<file path="src/rtl/safety_seq_pkg.sv">
// Purpose: Shared constants for the safety output sequencer
// Assumes: 50 MHz system clock
// Notes:   Times are kept in ms; cycle counts derive from the clock rate
package safety_seq_pkg;
	localparam int unsigned CLK_HZ          = 50_000_000;
	localparam int unsigned CLK_PER_MS      = CLK_HZ / 1000;
	localparam int unsigned READY_DELAY_MS  = 8000;
	localparam int unsigned SWITCH_ON_MS    = 400;
	localparam int unsigned MISMATCH_MS     = 150;
	localparam int unsigned RISK_MS         = 260;
	localparam int unsigned RISK_STEP_MS    = 5;
	localparam int unsigned DISCREP_MS      = 10;
	localparam int unsigned PULSE_MS        = 1;
	localparam int unsigned PULSE_PERIOD_MS = 100;
	localparam int unsigned CNT_W           = 32;
	localparam int unsigned SYNC_STAGES     = 2;

	typedef enum logic [1:0] {ST_SELFTEST, ST_OFF, ST_ON, ST_FAULT} seq_state_t;

	function automatic logic [CNT_W-1:0] ms_to_cycles(input int unsigned ms);
		ms_to_cycles = CNT_W'(ms * CLK_PER_MS);
	endfunction
endpackage

</file>
<file path="src/rtl/cycle_timer.sv">
// Purpose: Saturating cycle counter with expiry flag
// Assumes: Single clock, synchronous reset
// Notes:   Clear has priority over counting
`timescale 1ns/1ps
module cycle_timer
	import safety_seq_pkg::*;
(
	// Clock and reset
	input  wire logic             clk,
	input  wire logic             resetn,
	// Control
	input  wire logic             clear,
	input  wire logic             enable,
	input  wire logic [CNT_W-1:0] limit,
	// Status
	output logic      [CNT_W-1:0] count,
	output logic                  expired
);
	logic [CNT_W-1:0] cnt_q;
	logic [CNT_W-1:0] cnt_d;

	always_comb begin
		cnt_d = cnt_q;
		if (clear) begin
			cnt_d = '0;
		end else if (enable && cnt_q < limit) begin
			cnt_d = cnt_q + CNT_W'(1);
		end
	end

	always_ff @(posedge clk) begin
		if (!resetn) begin
			cnt_q <= '0;
		end else begin
			cnt_q <= cnt_d;
		end
	end

	assign count   = cnt_q;
	assign expired = (cnt_q >= limit);
endmodule

</file>
<file path="src/rtl/safety_output_sequencer.sv">
// Purpose: Self-test, switching, enable monitoring and test pulses of two safety outputs
// Assumes: Pins are asynchronous and pass two flip-flops; 50 MHz clock
// Notes:   Fault is left only through reset, standing in for a power cycle
// Function
// - Outputs off during 8 s self-test
// - Outputs on within 400 ms of actuator
// - Enables disagreeing over 150 ms force off
// - Persistent enable disagreement enters fault state
// - Actuator leaving switches off within 260 ms
// - Risk time grows 5 ms per device
// - Both outputs equal within 10 ms
// - Periodic 1 ms test pulses on outputs
// - Test pulses continue while outputs off
`timescale 1ns/1ps
module safety_output_sequencer
	import safety_seq_pkg::*;
#(
	parameter logic [CNT_W-1:0] READY_CYC  = ms_to_cycles(READY_DELAY_MS),
	parameter logic [CNT_W-1:0] MISMATCH_CYC = ms_to_cycles(MISMATCH_MS),
	parameter logic [CNT_W-1:0] PULSE_CYC  = ms_to_cycles(PULSE_MS),
	parameter logic [CNT_W-1:0] PERIOD_CYC = ms_to_cycles(PULSE_PERIOD_MS),
	parameter int unsigned      CHAIN_POS  = 0
)(
	// Clock and reset
	input  wire logic clk,
	input  wire logic resetn,
	// Sensor and chain pins
	input  wire logic actuator_in_range,
	input  wire logic enable_input_a,
	input  wire logic enable_input_b,
	// Safety outputs
	output logic      safety_output_a,
	output logic      safety_output_b,
	// Status
	output logic      ready,
	output logic      fault
);
	// Shutdown budget widens by one step for every device upstream in the chain
	localparam logic [CNT_W-1:0] RISK_CYC = ms_to_cycles(RISK_MS + RISK_STEP_MS * CHAIN_POS);
	localparam logic [CNT_W-1:0] ON_CYC   = ms_to_cycles(SWITCH_ON_MS);
	localparam logic [CNT_W-1:0] DISC_CYC = ms_to_cycles(DISCREP_MS);

	logic [SYNC_STAGES-1:0] rng_q, ena_q, enb_q;
	logic [SYNC_STAGES-1:0] rng_d, ena_d, enb_d;
	seq_state_t             state_q, state_d;
	logic                   out_a_q, out_a_d, out_b_q, out_b_d;
	logic                   rng_s, ena_s, enb_s, mismatch, demand, pulse_act;
	logic                   ready_done, mis_done, period_done;
	logic [CNT_W-1:0]       period_cnt;

	// Operating states are the only ones where outputs follow demand and carry pulses
	function automatic logic is_operating(input seq_state_t s);
		is_operating = (s == ST_ON) || (s == ST_OFF);
	endfunction

	// Synchronisers: only the last stage feeds logic
	always_comb begin
		rng_d = {rng_q[SYNC_STAGES-2:0], actuator_in_range};
		ena_d = {ena_q[SYNC_STAGES-2:0], enable_input_a};
		enb_d = {enb_q[SYNC_STAGES-2:0], enable_input_b};
	end

	always_ff @(posedge clk) begin
		if (!resetn) begin
			rng_q <= '0;
			ena_q <= '0;
			enb_q <= '0;
		end else begin
			rng_q <= rng_d;
			ena_q <= ena_d;
			enb_q <= enb_d;
		end
	end

	assign rng_s    = rng_q[SYNC_STAGES-1];
	assign ena_s    = ena_q[SYNC_STAGES-1];
	assign enb_s    = enb_q[SYNC_STAGES-1];
	assign mismatch = ena_s ^ enb_s;
	assign demand   = rng_s && ena_s && enb_s;

	cycle_timer u_ready (
		.clk     (clk),
		.resetn  (resetn),
		.clear   (1'b0),
		.enable  (state_q == ST_SELFTEST),
		.limit   (READY_CYC),
		.count   (),
		.expired (ready_done)
	);

	cycle_timer u_mismatch (
		.clk     (clk),
		.resetn  (resetn),
		.clear   (!mismatch),
		.enable  (mismatch),
		.limit   (MISMATCH_CYC),
		.count   (),
		.expired (mis_done)
	);

	cycle_timer u_period (
		.clk     (clk),
		.resetn  (resetn),
		.clear   (period_done),
		.enable  (1'b1),
		.limit   (PERIOD_CYC - CNT_W'(1)),
		.count   (period_cnt),
		.expired (period_done)
	);

	// Pulse runs in both ON and OFF, inverting the line for one pulse width
	assign pulse_act = (period_cnt < PULSE_CYC);

	always_comb begin
		state_d = state_q;
		case (state_q)
			ST_SELFTEST: begin
				// Enables at odds through power-up must not slip into OFF and pulse high
				if (ready_done && mis_done) begin
					state_d = ST_FAULT;
				end else if (ready_done) begin
					state_d = ST_OFF;
				end
			end
			ST_OFF: begin
				if (mis_done) begin
					state_d = ST_FAULT;
				end else if (demand) begin
					state_d = ST_ON;
				end
			end
			ST_ON: begin
				if (mis_done) begin
					state_d = ST_FAULT;
				end else if (!demand) begin
					state_d = ST_OFF;
				end
			end
			ST_FAULT: state_d = ST_FAULT;
			default:  state_d = ST_FAULT;
		endcase
	end

	// Both lines load from one term so they never drift apart
	always_comb begin
		out_a_d = 1'b0;
		if (is_operating(state_d)) begin
			out_a_d = (state_d == ST_ON) ^ pulse_act;
		end
		out_b_d = out_a_d;
	end

	always_ff @(posedge clk) begin
		if (!resetn) begin
			state_q <= ST_SELFTEST;
			out_a_q <= 1'b0;
			out_b_q <= 1'b0;
		end else begin
			state_q <= state_d;
			out_a_q <= out_a_d;
			out_b_q <= out_b_d;
		end
	end

	assign safety_output_a = out_a_q;
	assign safety_output_b = out_b_q;
	assign ready           = is_operating(state_q);
	assign fault           = (state_q == ST_FAULT);

	// Helper counters watched only by assertions
	logic [CNT_W-1:0] off_wait_q, on_wait_q, disc_q, plen_q;
	logic [CNT_W-1:0] off_wait_d, on_wait_d, disc_d, plen_d;

	// Pulse length is taken from the pins, not from the pulse timer, so a stuck line shows
	always_comb begin
		off_wait_d = (!rng_s && state_q == ST_ON) ? off_wait_q + CNT_W'(1) : '0;
		on_wait_d  = (demand && state_q == ST_OFF) ? on_wait_q + CNT_W'(1) : '0;
		disc_d     = (out_a_q != out_b_q) ? disc_q + CNT_W'(1) : '0;
		plen_d     = (ready && safety_output_a != (state_q == ST_ON)) ? plen_q + CNT_W'(1) : '0;
	end

	always_ff @(posedge clk) begin
		if (!resetn) begin
			off_wait_q <= '0;
			on_wait_q  <= '0;
			disc_q     <= '0;
			plen_q     <= '0;
		end else begin
			off_wait_q <= off_wait_d;
			on_wait_q  <= on_wait_d;
			disc_q     <= disc_d;
			plen_q     <= plen_d;
		end
	end
endmodule

</file>
<file path="config.mk">
export PLATFORM = sky130hd
export DESIGN_NAME = safety_output_sequencer
export DESIGN_NICKNAME = d
export VERILOG_FILES = /design/src/rtl/safety_seq_pkg.sv /design/src/rtl/cycle_timer.sv /design/src/rtl/safety_output_sequencer.sv
export SDC_FILE = /design/constraint.sdc
export NUM_CORES = 1
export LEC_CHECK = 0
export BUFFER_PORTS_ARGS = -buffer_cell sky130_fd_sc_hd__buf_2
export CORE_UTILIZATION = 65
export DETAILED_ROUTE_END_ITERATION = 7
export GPL_TIMING_DRIVEN = 0
export PLACE_DENSITY = 0.82
export SETUP_SLACK_MARGIN = 0.15
export SKIP_LAST_GASP = 1
export SLEW_MARGIN = 5
export SYNTH_ARGS = -nofsm -noshare
export SYNTH_HDL_FRONTEND = slang
export SYNTH_HIERARCHICAL = 1
export SYNTH_SLANG_ARGS = --single-unit
</file>
<file path="constraint.sdc">
create_clock -name clk -period 3.85 [get_ports clk]
set_clock_uncertainty 0.15 [all_clocks]
set_input_delay 0 -clock clk [delete_from_list [all_inputs] [get_ports clk]]
set_output_delay 0 -clock clk [all_outputs]
set_load 0.1 [all_outputs]
</file>
# Word-level counts from Yosys, hierarchy flattened
# Cells that the tools add are included.
totals:
  reg_bits: 105
  in_bits: 5
  wordCells: 44
classes:
  add_sub_neg: 3
  magnitude_cmp: 7
  n_eq_ne: 5
  n_mux: 7
  bitwise_logic: 3
  reduce_logical: 11
op_table:
  columns: ["operator", "n"]
  rows:
  - ["adder 32 x 1 -> 32 bit (second input constant)", 3]
  - [">= comparator 32 x 23 -> 1 bit (second input constant)", 2]
  - ["< comparator 32 x 23 -> 1 bit (second input constant)", 2]
  - [">= comparator 32 x 29 -> 1 bit (second input constant)", 1]
  - ["< comparator 32 x 16 -> 1 bit (second input constant)", 1]
  - ["< comparator 32 x 29 -> 1 bit (second input constant)", 1]
  - ["2-to-1 mux 2 bit", 6]
  - ["one-hot mux 2 bit (4 select lines)", 1]
  - ["equality test 2 bit (second input constant)", 3]
  - ["logical AND 1 bit", 5]
  - ["equality test 2 x 1 -> 1 bit (second input constant)", 2]
  - ["AND reduction 2 bit", 2]
  - ["logical NOT 2 bit", 1]
  - ["logical OR 1 bit", 2]
  - ["OR reduction 2 bit", 1]
  - ["bitwise XOR 1 bit", 2]
  - ["NOT 1 bit", 1]

# Logic depth before layout (Yosys ltp)
# Gate-level depths: netlist of run 1.
logic_depth:
  word_depth: 8
  mapped_depth: 14
  depth_no_buf: 14

# Modules after synthesis
# Netlist of run 1, hierarchy kept.
modules_own_cells:
  columns: ["module", "n_inst", "cells_each", "area_per_inst_um2", "seq_area_each_um2"]
  rows:
  - ["cycle_timer", 3, 346, 2666.3, 640.6]
  - ["safety_output_sequencer", 1, 57, 549.3, 180.2]

# Worst setup path before layout of run 1
# Ideal clock, no wire load.
synth_path:
  path_kind: "register to register"
  from: "register u_ready.cnt_q[14], in the netlist u_ready/count[14]"
  to: "register out_b_q, in the netlist safety_output_b"
  t_arrival_ps: 2867
  setup_slack_ps: 761
  stages_incl_launch_ff: 14
  path_buffers: 0
  path_cell_list: "dfxtp_1 ha_1 nand4_1 nor4_1 a21boi_0 o31ai_1 a31oi_1 nand3b_1 nand2_1 o211ai_1 a21boi_1 ha_1 or3b_1 mux2i_1"
synth_via:
  elab_chain_len: 7
  word_cells_on_any_way: 10
  classes_between: "1 x order compare; 2 x eq/ne; 3 x mux; 1 x bitwise; 3 x reduce/logical"
synth_rtl:
  columns: ["element", "line_no", "rtl"]
  rows:
  - ["start, declared", "cycle_timer.sv:19", "logic [CNT_W-1:0] cnt_q;"]
  - ["start signal, assigned", "cycle_timer.sv:35", "cnt_q <= cnt_d;"]
  - [">= comparator 32 x 29 -> 1 bit *", "cycle_timer.sv:40", "assign expired = (cnt_q >= limit);"]
  - ["net ready_done", "safety_output_sequencer.sv:48", "logic ready_done, mis_done, period_done;"]
  - ["2-to-1 mux 2 bit or logical AND 1 bit (tied branches)", "safety_output_sequencer.sv:121, safety_output_sequencer.sv:119", null]
  - ["2-to-1 mux 2 bit *", "safety_output_sequencer.sv:119", "if (ready_done && mis_done) begin"]
  - ["one-hot mux 2 bit (4 select lines) *", "safety_output_sequencer.sv:116", "case (state_q)"]
  - ["net state_d[1]", "safety_output_sequencer.sv:45", "seq_state_t state_q, state_d;"]
  - ["equality test 2 bit or equality test 2 x 1 -> 1 bit (tied branches)", "safety_output_sequencer.sv:53, safety_output_sequencer.sv:148", null]
  - ["logical OR 1 bit", "safety_output_sequencer.sv:53", "is_operating = (s == ST_ON) || (s == ST_OFF);"]
  - ["AND reduction 2 bit (no line)", null, null]
  - ["end signal, assigned", "safety_output_sequencer.sv:161", "out_b_q <= out_b_d;"]
  - ["end, declared", "safety_output_sequencer.sv:46", "logic out_a_q, out_a_d, out_b_q, out_b_d;"]
# Mark *: on every way through the listed nets, which the timed path passes. The rest lies on a longest branch.
# A chain may end at the register's enable or synchronous reset.

# Worst setup path after layout of run 1
layout_path:
  from: "register u_mismatch.cnt_q[14], in the netlist u_mismatch/count[14]"
  to: "register out_b_q, in the netlist safety_output_b"
layout_via:
  elab_chain_len: 7
  word_cells_on_any_way: 11
  classes_between: "1 x order compare; 2 x eq/ne; 4 x mux; 1 x bitwise; 3 x reduce/logical"
layout_rtl:
  columns: ["element", "line_no"]
  rows:
  - ["start, declared", "cycle_timer.sv:19"]
  - ["start signal, assigned", "cycle_timer.sv:35"]
  - [">= comparator 32 x 23 -> 1 bit *", "cycle_timer.sv:40"]
  - ["net mis_done", "safety_output_sequencer.sv:48"]
  - ["logical AND 1 bit", "safety_output_sequencer.sv:119"]
  - ["2-to-1 mux 2 bit", "safety_output_sequencer.sv:119"]
  - ["one-hot mux 2 bit (4 select lines) *", "safety_output_sequencer.sv:116"]
  - ["net state_d[1]", "safety_output_sequencer.sv:45"]
  - ["equality test 2 bit or equality test 2 x 1 -> 1 bit (tied branches)", "safety_output_sequencer.sv:53, safety_output_sequencer.sv:148"]
  - ["logical OR 1 bit", "safety_output_sequencer.sv:53"]
  - ["AND reduction 2 bit (no line)", null]
# Marks and branches as above.

==> results, run 1 <==
- Of the total synthesized cell area, the portion taken by full adders, half adders and majority gates is 15.35%.
- The number of remaining DRC errors is 1.
- At the pin with the least slew margin, the transition time is 764.2 ps.
- Clock tree synthesis found a total of 105 sinks.
- The worst min-delay path class is reg -> reg.
- Yosys mapped a number of flops with a built-in enable equal to 0.
- The core region area is 0.01272 mm².
- In the post-route analysis, the smallest setup slack over all paths is 252.9 ps.
- The number of I/O port buffers is 8.
- The initial core utilization is 67.19%.
- For the final routed database, the setup TNS stands at 0 ps.
- The slowest stage of the critical path is the sky130_fd_sc_hd__dfxtp_1 cell.
- The most used flip-flop cell after synthesis is sky130_fd_sc_hd__dfxtp_1.
- The final routed wire length divided by cell count is 15.44 µm.
- Derived from the worst setup path, the maximum achievable clock frequency is 278.0 MHz.
- The flow ran to the end, but the final reports show violations.
- The number of buffers added for setup after CTS is 0.
- In this run the tightest slew margin relative to its limit is 48.58%.
- The netlist area before placement is 0.008548 mm².
- The combinational family with the most area after synthesis is simple AND/OR/NAND/NOR gates.
- The number of placement rows is 41.
- The final instance count without filler cells is 1401.
- Counting along the longest clock path gives a buffer depth of 2.
- Timing analysis after detailed placement gives a worst setup slack of 43.34 ps.
- In the routed layout, each cell is associated on average with a via count of 6.067.
- Cells fill 75.51% of the core in the end.
- Including well taps, the total number of placed cells is 1378.
- 9 I/O pins were placed.
- The die covers 0.01361 mm².
- The number of H-tree levels is 3.
- For this block, the initial DRC count from the detailed router was 882.
- The startpoint identified for the worst hold timing path is ena_q[0]$_SDFF_PN0_.
- The chip height is 116.7 µm.
- For flop-to-flop paths, the worst setup slack is 250 ps.
- The number of antenna violations at the first check in global routing is 0.
- The fraction of registers with async set or reset after synthesis is 0%.
- The kind of cell with the highest combined delay on the critical path is simple AND/OR/NAND/NOR gates.
- The global-route usage over all layers is 32.71%.
- The routed via count is 8500.
- The Yosys warning count is 6.
- The count of final max-slew check failures is 0.
- Max-cap violations in this run came to 0.
- The post-synthesis sequential area ratio is 24.59%.
- After synthesis, the share of cell area in mux cells is 4.728%.
- The type of the setup path with the least slack is reg -> reg.
- VDD sags by at most 0.2368 mV.
- Setup violations remaining at the end of the flow were counted as 0.
- The leakage dissipation is 4.606 nW.
- The critical path contains buffers and inverters numbering 0 combined.
- The final layout contains 1333 nets.
- The wire length of the first global-routing pass is 35490 µm.
- The largest single stage delay on the critical path is 460 ps.
- Entering global routing, the biggest net connects 18 pins.
- In the final layout, the share of cells above drive strength 1 is 5.858%.
- The arrival time at the worst endpoint is 3710 ps.
- The period utilization is 93.43%.
- The number of instances in the synthesized netlist is 1095.
- The synthesis-stage register bit count is 105.
- The root buffer cell chosen for the clock tree is sky130_fd_sc_hd__clkbuf_16.
- The mean post-synth cell area is 7.807 µm².
- Wires add up to 21630 µm.
- The critical path goes through ha_1, nand4_1, nor4_4, a21boi_2, o31ai_1, a31oi_1, nand3b_1, nand2_1, o211ai_1, a21boi_1, ha_1, or3b_1, mux2i_1.
- The fraction of synthesized cell area in xor and xnor cells is 0.1025%.
- The share of synthesized cell area in and, or, nand and nor gates is 28.62%.
- The cell that appears most often on the critical path is sky130_fd_sc_hd__ha_1.
- The number of hold-slack violations in the final timing report was 0.
- STA puts the critical path data required time at 3960 ps.
- In this run the remaining antenna-violating nets after routing total 0.
- Clock latency on the worst-skew pair, taken at its later pin, is 360 ps.
- The detailed placer's ending HPWL is 15390 µm.
- The final critical delay including setup and external delays is 3597 ps.
- The startpoint identified for the worst register-to-register timing path is u_mismatch/count[14]$_SDFFE_PP0P_.
- From synthesis to final layout, the design area changed by 12.38%.
- The clock transition at the register clock pins on the worst setup and hold paths after CTS is 70 ps.
- The number of buffers added by the clock tree synthesis step is 9.
- The die span in x is 116.7 µm.
- Summing internal, switching and leakage power gives 2.446 mW.
- Setup repair after global routing could not meet its margin everywhere.
- Power spread over the standard cell area amounts to 254.6 mW/mm².
- Routability-driven placement finished with a final weighted congestion of 0.9052.
- The number of global-route vias before repair is 7931.
- Global routing finished with a remaining overflow of 0.
- 0 antenna diodes ended up in the layout.
- The kind of end point of the critical path is a flip-flop.
- The nature of the critical path startpoint is a flip-flop.
- The area fraction in compound gates after synthesis is 18.53%.
- The length of the first detailed-routing pass in iterations is 8.
- The most critical setup path has its startpoint at u_mismatch/count[14]$_SDFFE_PP0P_.
- TritonCTS built the clock tree.
- The maximum fanout encountered on the critical timing path is 5.
- Counting distinct cell types in the post-synthesis netlist gives 53.
- The checks that failed: DRC.
## metal layers
metal  routed length (µm)  up-vias  global-route usage [%]
met4                  546        0                   16.46
met1                 9336     3884                   39.53
li1                     -     4203                       -
met5                    0        -                       0
met3                 1322       58                   6.331
met2                10430      355                   55.42
## through the flow
step	hold WS, ps	area [µm²]
finish	289.0	9607
floorplan	-33.91	8935
CTS	285.3	9565
detailed placement	60.01	9190
global route	304.6	9607
global placement	56.70	9190
## what timing repair did
action	4_1_cts	5_1_grt
hold buffers	7	0
pin swaps	0	2
gates resized for setup	3	15
endpoints found under the setup margin	11	24
endpoints found under the hold margin	9	0
## placed cells by master, fill, tap and decap left out, types with 9 or more instances in the layout
master,synthesis,layout
sky130_fd_sc_hd__conb_1,2,105
sky130_fd_sc_hd__and4_1,15,15
sky130_fd_sc_hd__o41ai_1,12,12
sky130_fd_sc_hd__nand4_1,52,52
sky130_fd_sc_hd__nand2b_1,51,51
sky130_fd_sc_hd__nor4_1,32,28
sky130_fd_sc_hd__clkbuf_1,45,42
sky130_fd_sc_hd__dfxtp_1,105,103
sky130_fd_sc_hd__nor3_1,37,37
sky130_fd_sc_hd__ha_1,104,104
sky130_fd_sc_hd__o21ai_0,9,9
sky130_fd_sc_hd__and3_1,19,19
sky130_fd_sc_hd__inv_1,108,108
sky130_fd_sc_hd__nor2_1,48,48
sky130_fd_sc_hd__and2_1,12,12
sky130_fd_sc_hd__mux2i_1,37,37
sky130_fd_sc_hd__buf_2,9,17
sky130_fd_sc_hd__a41o_1,36,36
sky130_fd_sc_hd__clkbuf_16,0,9
sky130_fd_sc_hd__o31ai_1,12,12
sky130_fd_sc_hd__nand2_1,114,114
sky130_fd_sc_hd__o311ai_0,12,12
sky130_fd_sc_hd__nand3_1,57,57
sky130_fd_sc_hd__a31oi_1,39,39
sky130_fd_sc_hd__a21oi_1,44,44
sky130_fd_sc_hd__a21o_1,9,9
## kinds of logic after synthesis
family	after synthesis
AO/OA/AOI/OAI	208
AND/OR/NAND/NOR	462
adder cells (fa/ha/maj)	105
XOR/XNOR	1
multiplexers	40
other	2
flip-flops	105
buffers and inverters	172
## sequential cells by signal (all words and copies together), names as in the netlist
register / count
u_mismatch/count: 32
enb_q: 2
state_q: 2
ena_q: 2
u_period/count: 32
u_ready/count: 32
safety_output_b: 1
rng_q: 2
## path summary, 6_finish.rpt
| kind | to | depth (start not counted) |
|---|---|---|
| setup / recovery | safety_output_b$_SDFF_PN0_ | 13 |
| hold / removal | ena_q[1]$_SDFF_PN0_ | 1 |
| setup reg to reg | safety_output_b$_SDFF_PN0_ | 13 |
| hold reg to reg | ena_q[1]$_SDFF_PN0_ | 1 |
## cell usage after synthesis, drive strengths merged (8+ instances only)
cell      n  share of area (%)
a21o      9               0.79
a21oi    47                2.9
a31oi    40                3.0
a41o     36                4.2
and2     12               0.88
and3     20                1.5
and4     15                1.5
buf      19                1.3
clkbuf   45                2.0
dfxtp   105                 25
ha      104                 15
inv     108                4.7
mux2i    37                4.3
nand2   114                5.0
nand2b   51                3.7
nand3    57                3.3
nand4    52                3.8
nor2     48                2.1
nor3     37                2.2
nor4     36                2.9
o211ai    8               0.88
o21ai    11               0.64
o311ai   15                1.8
o31ai    12                1.1
o41ai    12                1.2
## layout make-up
class,count,area (µm²)
multi-input cells,921,6191
fillers,1038,3115
flip-flops and latches,105,2105
inverters,108,405.4
plain buffers,64,282.8
clock buffers,10,229.0
well taps,172,215.2
repair buffers,15,110.1
clock inverters,6,68.82
## where the power goes
group	switching, mW	internal [mW]	leakage, nW	total, mW
Sequential	0.0145	1.10	0.849	1.12
Clock	0.442	0.508	0.143	0.949
Combinational	0.261	0.120	3.61	0.381
Total	0.717	1.73	4.61	2.45
## worst register-to-register path, cell delays in order (launching register included)
cell	delay, ps
sky130_fd_sc_hd__dfxtp_1	460
sky130_fd_sc_hd__ha_1	220
sky130_fd_sc_hd__nand4_1	210
sky130_fd_sc_hd__nor4_4	410
sky130_fd_sc_hd__a21boi_2	290
sky130_fd_sc_hd__o31ai_1	100
sky130_fd_sc_hd__a31oi_1	180
sky130_fd_sc_hd__nand3b_1	240
sky130_fd_sc_hd__nand2_1	80
sky130_fd_sc_hd__o211ai_1	130
sky130_fd_sc_hd__a21boi_1	210
sky130_fd_sc_hd__ha_1	250
sky130_fd_sc_hd__or3b_1	350
sky130_fd_sc_hd__mux2i_1	220
(Power assumes the default switching activity.)
==> run 2: changes to the inputs <==
--- a/config.mk
+++ b/config.mk
@@ -5,6 +5,7 @@
 export SDC_FILE = /design/constraint.sdc
 export NUM_CORES = 1
 export LEC_CHECK = 0
+export ABC_AREA = 1
 export BUFFER_PORTS_ARGS = -buffer_cell sky130_fd_sc_hd__buf_2
 export CORE_UTILIZATION = 65
 export DETAILED_ROUTE_END_ITERATION = 7
==> constraint.sdc (replaced) <==
create_clock -name clk -period 3.8 [get_ports clk]
set_clock_uncertainty 0.15 [all_clocks]
set_input_delay 0 -clock clk [delete_from_list [all_inputs] [get_ports clk]]
set_output_delay 0 -clock clk [all_outputs]
set_load 0.1 [all_outputs]
==> run 2 against run 1 <==
Against the previous run: the flow now finishes without violations; combinational power increased to 3.0 times the previous value; register-to-register slack improved by 280 ps; synthesized area increased by 14%; hold slack lost 22 ps; cell count grew 41%; sequential power rose by 15%; flip-flop and latch count stayed put; clock-buffer cell count up 2; clock power is 6% higher; synthesized cell count rose by 51%; maximum frequency is 10% higher; sequential share of layout area fell by 2.4 points; critical endpoint is now u_period/count[7]$_SDFFE_PP0P_.
==> results, run 2 <==
- The mean post-synth cell area is 5.900 µm² (was 7.807 µm²).
- The worst relative slew slack came to 59.90% (was 48.58%).
- The end point of the critical path was u_period/count[7]$_SDFFE_PP0P_ (was safety_output_b$_SDFF_PN0_).
- The standard cell with the maximum stage delay on the critical path is sky130_fd_sc_hd__dfxtp_1 (unchanged).
- The worst min-delay path class is reg -> reg (unchanged).
- The clock insertion delay at the later pin of the skew report came to 350 ps (was 360 ps).
- The endpoint of the worst-slack reg-to-reg timing path is u_period/count[7]$_SDFFE_PP0P_ (was safety_output_b$_SDFF_PN0_).
- The met3 wire length came to 1421 µm (was 1322 µm).
- The final instance count without filler cells was 1969 (was 1401).
- The number of hold-slack violations in the final timing report is 0 (unchanged).
- The data required time at the worst endpoint is 3940 ps (was 3960 ps).
- The most frequent cell after synthesis is sky130_fd_sc_hd__nand2_1 (unchanged).
- The actual transition at the worst max-transition pin came to 601.5 ps (was 764.2 ps).
- The number of placement rows is 44 (was 41).
- The Yosys warning count is 6 (unchanged).
- The chip height is 124.6 µm (was 116.7 µm).
- The max-cap check violation count was 0 (unchanged).
- The share of layout cells above drive strength 1 is 5.602% (was 5.858%).
- The wire length on met2 is 10850 µm (was 10430 µm).
- The initial core utilization was 67.02% (was 67.19%).
- The number of buffers added by the clock tree synthesis step is 9 (unchanged).
- The core region area is 0.01459 mm² (was 0.01272 mm²).
- The number of I/O port buffers is 8 (unchanged).
- The final setup violation count is 0 (unchanged).
- The fill cell instance count of the final layout came to 1282 (was 1038).
- The netlist area before placement was 0.009777 mm² (was 0.008548 mm²).
- The type of the setup path with the least slack is reg -> reg (unchanged).
- The residual antenna-violating net count after detailed routing is 0 (unchanged).
- The final routed wire length divided by cell count came to 11.77 µm (was 15.44 µm).
- The remaining global-route overflow was 0 (unchanged).
- The clock sink count is 105 (unchanged).
- The number of global-route vias before repair came to 9041 (was 7931).
- The post-synthesis sequential area ratio was 21.50% (was 24.59%).
- The arrival time at the worst endpoint is 3410 ps (was 3710 ps).
- The clock transition at the register clock pins on the worst setup and hold paths after CTS came to 70 ps (about the same).
- The routed via count came to 9858 (was 8500).
- The post-CTS resize count is 0 (was 3).
- Synth top area cells: sky130_fd_sc_hd__dfxtp_1, sky130_fd_sc_hd__nand2_1, sky130_fd_sc_hd__ha_1 (was sky130_fd_sc_hd__dfxtp_1, sky130_fd_sc_hd__ha_1, sky130_fd_sc_hd__nand2_1).
- The kind of end point of the critical path is a flip-flop (unchanged).
- The first-iteration detailed-routing DRC count is 668 (was 882).
- The I/O pin count came to 9 (unchanged).
- The die span in x was 124.6 µm (was 116.7 µm).
- The power density relative to cell area came to 319.5 mW/mm² (was 254.6 mW/mm²).
- The synthesis-stage register bit count was 105 (unchanged).
- The nature of the critical path startpoint is a flip-flop (unchanged).
- The final critical delay including setup and external delays is 3268 ps (was 3597 ps).
- The wire length of the first global-routing pass is 40590 µm (was 35490 µm).
- Top library cells by usage in the layout, fill and taps aside: sky130_fd_sc_hd__nand2_1, sky130_fd_sc_hd__inv_1, sky130_fd_sc_hd__nor2_1, sky130_fd_sc_hd__dfxtp_1, sky130_fd_sc_hd__ha_1 (was sky130_fd_sc_hd__nand2_1, sky130_fd_sc_hd__inv_1, sky130_fd_sc_hd__conb_1, sky130_fd_sc_hd__ha_1, sky130_fd_sc_hd__dfxtp_1).
- The number of diodes is 0 (unchanged).
- The post-synthesis to final-layout area growth is 10.43% (was 12.38%).
- The area enclosed by the die boundary is 0.01554 mm² (was 0.01361 mm²).
- The count of cells along the worst register-to-register path is 12 (was 13).
- Cell breakdown of the critical path: ha_1, a21o_1, o21ai_1, nand2_1, a21oi_2, buf_2, nand3_1, nor2_1, clkbuf_1, clkbuf_1, nand2_1, nor2_1 (was ha_1, nand4_1, nor4_4, a21boi_2, o31ai_1, a31oi_1, nand3b_1, nand2_1, o211ai_1, a21boi_1, ha_1, or3b_1, mux2i_1).
- Status: complete, no violations (was complete, but fails checks).
- The area share of the largest cell type after synthesis is 21.50% (was 24.59%).
- The number of enable flip-flop cells after synthesis is 0 (unchanged).
- Most numerous cell types in the synthesized netlist: sky130_fd_sc_hd__nand2_1, sky130_fd_sc_hd__inv_1, sky130_fd_sc_hd__nor2_1 (was sky130_fd_sc_hd__nand2_1, sky130_fd_sc_hd__inv_1, sky130_fd_sc_hd__dfxtp_1).
- The number of remaining DRC errors came to 0 (was 1).
- The leakage dissipation is 5.585 nW (was 4.606 nW).
- The top routing layer in use is met4 (unchanged).
- The total chip power came to 3.449 mW (was 2.446 mW).
- The length of the first detailed-routing pass in iterations is 8 (unchanged).
- The longest individual stage delay on the worst path is 470 ps (was 460 ps).
- The detailed placer's ending HPWL came to 17720 µm (was 15390 µm).
- The count of final max-slew check failures is 0 (unchanged).
- The distinct cell type count after synthesis was 32 (was 53).
- Unrepaired setup endpoints after global routing: no (was yes).
- The most common library cell in the layout ignoring fill and taps is sky130_fd_sc_hd__nand2_1 (unchanged).
- The largest vdd supply drop came to 0.4592 mV (was 0.2368 mV).
- The source of the critical timing path is u_period/count[27]$_SDFFE_PP0P_ (was u_mismatch/count[14]$_SDFFE_PP0P_).
- The number of buffers between clock root and the deepest sink is 2 (unchanged).
- The total negative slack for setup checks is 0 ps (unchanged).
- The number of instances in the synthesized netlist is 1657 (was 1095).
- The global-route usage over all layers is 31.19% (was 32.71%).
- The flop-to-flop setup slack is 530 ps (was 250 ps).
- The number of H-tree levels is 3 (unchanged).
- The fraction of registers with async set or reset after synthesis came to 0% (unchanged).
- The number of buffers added for setup after CTS is 0 (unchanged).
- The number of antenna violations at the first check in global routing is 0 (unchanged).
- The period utilization is 86.01% (was 93.43%).
- The root buffer cell is sky130_fd_sc_hd__clkbuf_16 (unchanged).
- The post-placement cell count is 1947 (was 1378).
- The detailed-route wire length on metal 1 was 10380 µm (was 9336 µm).
- The final wirelength is 23180 µm (was 21630 µm).
- The maximum fanout encountered on the critical timing path is 10 (was 5).
- The highest attainable clock frequency is 306.0 MHz (was 278.0 MHz).
- The pin count of the biggest net entering global routing is 16 (was 18).
- The final estimated routing congestion in global placement was 0.9443 (was 0.9052).
- The origin of the critical flop-to-flop path is u_period/count[27]$_SDFFE_PP0P_ (was u_mismatch/count[14]$_SDFFE_PP0P_).
- The CTS tree is yes (unchanged).
- The ratio of routed vias to standard cells came to 5.007 (was 6.067).
- The library cell with the largest summed area after synthesis was sky130_fd_sc_hd__dfxtp_1 (unchanged).
- The net count of the finished layout is 1890 (was 1333).
- The most frequently used flop master after synthesis was sky130_fd_sc_hd__dfxtp_1 (unchanged).
## run 2: cell type report
class	count	area, µm²	area share [%]
clock inverters	3	65.06	0.6026
clock buffers	12	246.5	2.283
well taps	184	230.2	2.132
inverters	331	1242	11.51
repair buffers	15	110.1	1.020
multi-input cells	1279	6556	60.73
flip-flops and latches	105	2102	19.47
plain buffers	40	244.0	2.260
## run 2: timing repair
item,4_1_cts,5_1_grt
hold buffers,7,0
endpoints found under the setup margin,0,0
endpoints found under the hold margin,9,0
## run 2: logic make-up after synthesis
kind of cell,share of synthesized area (%)
and+or+nand+nor,41.95
buffers and inverters,15.20
DFF,21.50
adders and majority gates,13.31
AOI/OAI and AO/OA,4.108
xor gates and xnor gates,3.852
other,0.07681
## run 2: metrics by stage
stage / utilization [%] / worst slack [ps] / hold slack (ps) / cell area, µm²
2_1_floorplan: - / 1177 / -56.55 / 10140
6_report: 74.01 / 531.7 / 266.6 / 10800
3_3_place_gp: 71.39 / 617.9 / 70.46 / 10420
3_5_place_dp: 71.39 / 583.6 / 78.13 / 10420
5_1_grt: 74.01 / 289.5 / 289.5 / 10800
4_1_cts: 74.01 / 552.4 / 268.0 / 10800
## run 2: metal layers
layer  up-vias  track usage [%]
li1       5211                -
met1      4300            39.13
met2       303            53.72
met3        44            5.069
met4         0            10.91
met5         -                0
## run 2: worst max-delay path, delay by kind of cell (launching register included)
kind | cells | cell delay, ps
flip-flops | 1 | 470
buffers and inverters | 3 | 1220
adder cells (fa/ha/maj) | 1 | 300
AO/OA/AOI/OAI | 3 | 520
AND/OR/NAND/NOR | 5 | 530
## run 2: how the worst min path moves through the flow
| stage | slack [ps] | cells past startpoint | end | from |
|---|---|---|---|---|
| 6_report | 270 | 2 | ena_q[1]$_SDFF_PN0_ | ena_q[0]$_SDFF_PN0_ |
| 5_1_grt | 290 | 2 | ena_q[1]$_SDFF_PN0_ | ena_q[0]$_SDFF_PN0_ |
| 4_1_cts | 270 | 2 | ena_q[1]$_SDFF_PN0_ | ena_q[0]$_SDFF_PN0_ |
| 3_5_place_dp | 80 | 3 | enb_q[0]$_SDFF_PN0_ | enable_input_b |
| 3_3_place_gp | 70 | 3 | enb_q[0]$_SDFF_PN0_ | enable_input_b |
| 2_1_floorplan | -60 | 2 | ena_q[0]$_SDFF_PN0_ | resetn |
## run 2: power breakdown
part	internal (mW)	total, mW	switching, mW
logic	0.370	1.15	0.779
registers	1.18	1.29	0.109
clock network	0.592	1.01	0.418
total	2.14	3.45	1.31
==> run 3: changes to the inputs <==
--- a/config.mk
+++ b/config.mk
@@ -7,14 +7,12 @@
 export LEC_CHECK = 0
 export ABC_AREA = 1
 export BUFFER_PORTS_ARGS = -buffer_cell sky130_fd_sc_hd__buf_2
-export CORE_UTILIZATION = 65
+export CORE_UTILIZATION = 63
 export DETAILED_ROUTE_END_ITERATION = 7
 export GPL_TIMING_DRIVEN = 0
-export PLACE_DENSITY = 0.82
-export SETUP_SLACK_MARGIN = 0.15
+export PLACE_DENSITY = 0.8
 export SKIP_LAST_GASP = 1
 export SLEW_MARGIN = 5
 export SYNTH_ARGS = -nofsm -noshare
 export SYNTH_HDL_FRONTEND = slang
-export SYNTH_HIERARCHICAL = 1
 export SYNTH_SLANG_ARGS = --single-unit
==> run 3 against run 2 <==
Against the previous run: sequential power fell by 12%; global-route usage shrank 2.9 points; flip-flop and latch count unchanged; combinational power down 88%; total power shrank 44%; cell count shrank 51%; critical path depth is the same; first-iteration DRC count decreased by 69%; critical path type unchanged; critical endpoint is now safety_output_b$_SDFF_PN0_.
==> results, run 3 <==
- The clock insertion delay at the later pin of the skew report is 370 ps (was 350 ps).
- Synth top area cells: sky130_fd_sc_hd__dfxtp_1, sky130_fd_sc_hd__nand2_1, sky130_fd_sc_hd__inv_1 (was sky130_fd_sc_hd__dfxtp_1, sky130_fd_sc_hd__nand2_1, sky130_fd_sc_hd__ha_1).
- The number of remaining DRC errors came to 0 (unchanged).
- The detailed placer's ending HPWL is 9325 µm (was 17720 µm).
- The routed via count came to 5078 (was 9858).
- The number of antenna violations at the first check in global routing is 0 (unchanged).
- The number of buffers added for setup after CTS is 0 (unchanged).
- The number of buffer and inverter instances along the worst setup path is 1 (was 3).
- The highest attainable clock frequency is 434.6 MHz (was 306.0 MHz).
- The share of layout cells above drive strength 1 came to 8.382% (was 5.602%).
- The CTS tree was yes (unchanged).
- The length of the first detailed-routing pass in iterations is 5 (was 8).
- The number of global-route vias before repair is 4691 (was 9041).
- The count of hold buffers inserted by post-cts repair was 4 (was 7).
- The number of buffers added by the clock tree synthesis step is 9 (unchanged).
- The data required time at the worst endpoint is 3960 ps (was 3940 ps).
- The net count of the finished layout came to 870 (was 1890).
- The wire length of the first global-routing pass came to 20330 µm (was 40590 µm).
- The I/O pin count is 9 (unchanged).
- The start point of the worst hold path is actuator_in_range (was ena_q[0]$_SDFF_PN0_).
- The endpoint of the worst hold-timing path is rng_q[0]$_SDFF_PN0_ (was ena_q[1]$_SDFF_PN0_).
- The count of cells along the worst register-to-register path came to 12 (unchanged).
- The residual antenna-violating net count after detailed routing came to 0 (unchanged).
- The distinct cell type count after synthesis was 42 (was 32).
- The synthesis-stage register bit count was 105 (unchanged).
- The worst hold path stage count is 4 (was 2).
- The die span in x is 96.12 µm (was 124.6 µm).
- The maximum fanout encountered on the critical timing path came to 6 (was 10).
- The leakage dissipation is 2.388 nW (was 5.585 nW).
- The netlist area before placement is 0.005580 mm² (was 0.009777 mm²).
- The clock sink count came to 105 (unchanged).
- The kind of end point of the critical path is a flip-flop (unchanged).
- The final critical delay including setup and external delays is 2301 ps (was 3268 ps).
- The max-cap check violation count is 0 (unchanged).
- The core region area is 0.008382 mm² (was 0.01459 mm²).
- The endpoint of the worst-slack reg-to-reg timing path is safety_output_b$_SDFF_PN0_ (was u_period/count[7]$_SDFFE_PP0P_).
- The ratio of routed vias to standard cells was 5.268 (was 5.007).
- The number of instances in the synthesized netlist is 823 (was 1657).
- The final wirelength is 12220 µm (was 23180 µm).
- The nature of the critical path startpoint is a flip-flop (unchanged).
- The area enclosed by the die boundary is 0.009238 mm² (was 0.01554 mm²).
- The worst relative slew slack is 65.24% (was 59.90%).
- The post-CTS resize count is 0 (unchanged).
- The number of placement rows is 33 (was 44).
- The type of the setup path with the least slack was reg -> reg (unchanged).
- The largest vdd supply drop came to 0.2348 mV (was 0.4592 mV).
- The post-synthesis sequential area ratio is 37.67% (was 21.50%).
- The most frequent cell after synthesis is sky130_fd_sc_hd__nand2_1 (unchanged).
- The most common library cell in the layout ignoring fill and taps is sky130_fd_sc_hd__nand2_1 (unchanged).
- Unrepaired setup endpoints after global routing: no (unchanged).
- The longest individual stage delay on the worst path is 370 ps (was 470 ps).
- The number of hold-slack violations in the final timing report is 0 (unchanged).
- Most numerous cell types in the synthesized netlist: sky130_fd_sc_hd__nand2_1, sky130_fd_sc_hd__dfxtp_1, sky130_fd_sc_hd__inv_1 (was sky130_fd_sc_hd__nand2_1, sky130_fd_sc_hd__inv_1, sky130_fd_sc_hd__nor2_1).
- The number of I/O port buffers was 8 (unchanged).
- The standard cell with the maximum stage delay on the critical path is sky130_fd_sc_hd__dfxtp_1 (unchanged).
- The chip height is 96.12 µm (was 124.6 µm).
- The arrival time at the worst endpoint is 2460 ps (was 3410 ps).
- The worst min-delay path class is in -> reg (was reg -> reg).
- The number of diodes is 0 (unchanged).
- The Yosys warning count is 0 (was 6).
- The final setup violation count came to 0 (unchanged).
- The count of final max-slew check failures was 0 (unchanged).
- The final estimated routing congestion in global placement is 0.9704 (was 0.9443).
- The initial core utilization was 66.58% (was 67.02%).
- The first-iteration detailed-routing DRC count is 204 (was 668).
- The remaining global-route overflow was 0 (unchanged).
- The actual transition at the worst max-transition pin is 516.7 ps (was 601.5 ps).
- The flop-to-flop setup slack was 1500 ps (was 530 ps).
- Status: complete, no violations (unchanged).
- The post-synthesis to final-layout area growth was 7.803% (was 10.43%).
- The total negative slack for setup checks is 0 ps (unchanged).
- The number of H-tree levels was 3 (unchanged).
- The fraction of registers with async set or reset after synthesis is 0% (unchanged).
- The final routed wire length divided by cell count is 12.68 µm (was 11.77 µm).
- The period utilization is 60.55% (was 86.01%).
- Cell breakdown of the critical path: inv_1, nor2_1, nor2_1, o21ai_0, nand2_1, nand2_2, o21ai_0, nand2_1, nand2_1, ha_1, or2_2, nor2_1 (was ha_1, a21o_1, o21ai_1, nand2_1, a21oi_2, buf_2, nand3_1, nor2_1, clkbuf_1, clkbuf_1, nand2_1, nor2_1).
- The global-route usage over all layers was 28.32% (was 31.19%).
- The mean post-synth cell area is 6.781 µm² (was 5.900 µm²).
- The most frequently used flop master after synthesis is sky130_fd_sc_hd__dfxtp_1 (unchanged).
- The root buffer cell is sky130_fd_sc_hd__clkbuf_8 (was sky130_fd_sc_hd__clkbuf_16).
- Top library cells by usage in the layout, fill and taps aside: sky130_fd_sc_hd__nand2_1, sky130_fd_sc_hd__inv_1, sky130_fd_sc_hd__dfxtp_1, sky130_fd_sc_hd__nor2_1, sky130_fd_sc_hd__a21oi_1 (was sky130_fd_sc_hd__nand2_1, sky130_fd_sc_hd__inv_1, sky130_fd_sc_hd__nor2_1, sky130_fd_sc_hd__dfxtp_1, sky130_fd_sc_hd__ha_1).
- The kind of cell with the highest combined delay on the critical path is simple AND/OR/NAND/NOR gates (was buffers and inverters).
- The clock transition at the register clock pins on the worst setup and hold paths after CTS was 100 ps (was 70 ps).
- The library cell with the largest summed area after synthesis is sky130_fd_sc_hd__dfxtp_1 (unchanged).
- The power density relative to cell area is 323.7 mW/mm² (was 319.5 mW/mm²).
- The number of enable flip-flop cells after synthesis came to 0 (unchanged).
- The area share of the largest cell type after synthesis was 37.67% (was 21.50%).
- The pin count of the biggest net entering global routing came to 20 (was 16).
- The utilization of the core after routing came to 71.77% (was 74.01%).
- The origin of the critical flop-to-flop path is u_mismatch.count[5]$_SDFFE_PN0P_ (was u_period/count[27]$_SDFFE_PP0P_).
- The number of buffers between clock root and the deepest sink is 2 (unchanged).
run 3: metal layers:
layer | up-vias | track usage, % | wire length [µm]
met5 | - | 0 | 0
met4 | 0 | 9.950 | 240
met3 | 22 | 4.344 | 506
met2 | 107 | 49.70 | 5867
met1 | 2303 | 35.03 | 5609
li1 | 2646 | - | -
run 3: kinds of logic (layout without fill, tap and decap cells):
| family | after synthesis | count (layout) | synth area share (%) |
|---|---|---|---|
| xor gates and xnor gates | 38 | 38 | 5.964 |
| other | 1 | 9 | 0.06720 |
| AOI/OAI and AO/OA | 93 | 93 | 9.283 |
| and+or+nand+nor | 445 | 445 | 34.80 |
| adders and majority gates | 12 | 12 | 2.646 |
| DFF | 105 | 105 | 37.67 |
| buffers and inverters | 129 | 157 | 9.574 |
run 3: worst reg2reg max path, cell delays in order, from the launching register on:
cell                      delay, ps
sky130_fd_sc_hd__dfxtp_1        370
sky130_fd_sc_hd__inv_1          100
sky130_fd_sc_hd__nor2_1         110
sky130_fd_sc_hd__nor2_1          60
sky130_fd_sc_hd__o21ai_0        230
sky130_fd_sc_hd__nand2_1        140
sky130_fd_sc_hd__nand2_2        180
sky130_fd_sc_hd__o21ai_0        100
sky130_fd_sc_hd__nand2_1         70
sky130_fd_sc_hd__nand2_1         70
sky130_fd_sc_hd__ha_1           280
sky130_fd_sc_hd__or2_2          290
sky130_fd_sc_hd__nor2_1          90
run 3: area by class of cell:
cell class,instances,area [µm²]
repair buffers,12,80.08
fillers,736,2366
plain buffers,16,105.1
clock buffers,10,137.6
well taps,105,131.4
clock inverters,6,56.30
flip-flops and latches,105,2102
inverters,113,429.2
multi-input cells,597,2974
run 3: how the worst max path moves through the flow:
| stage | startpoint | end | slack [ps] | cells past startpoint |
|---|---|---|---|---|
| after floorplan | state_q[0]$_SDFF_PN0_ | safety_output_b$_SDFF_PN0_ | 1510 | 7 |
| after global placement | u_mismatch.count[7]$_SDFFE_PN0P_ | safety_output_b$_SDFF_PN0_ | 1540 | 12 |
| after detailed placement | u_mismatch.count[7]$_SDFFE_PN0P_ | safety_output_b$_SDFF_PN0_ | 1530 | 12 |
| after CTS | u_mismatch.count[7]$_SDFFE_PN0P_ | safety_output_b$_SDFF_PN0_ | 1500 | 12 |
| after global routing | u_mismatch.count[7]$_SDFFE_PN0P_ | safety_output_b$_SDFF_PN0_ | 1300 | 12 |
| final | u_mismatch.count[5]$_SDFFE_PN0P_ | safety_output_b$_SDFF_PN0_ | 1500 | 12 |
run 3: where the power goes:
group	switching, mW	internal, mW
Sequential	0.0105	1.12
Clock	0.406	0.272
Combinational	0.100	0.0413
run 3: through the flow:
step | hold WS [ps] | power, mW | instances | area [µm²] | worst slack, ps
floorplan | -52.37 | 1.254 | 831 | 5610 | 1505
global placement | 30.48 | 1.285 | 944 | 5782 | 1544
detailed placement | 37.70 | 1.291 | 944 | 5782 | 1525
CTS | 189.8 | 1.962 | 964 | 6016 | 1502
global route | 233.6 | 2.014 | 964 | 6016 | 1300
finish | 200.2 | 1.947 | 964 | 6016 | 1499
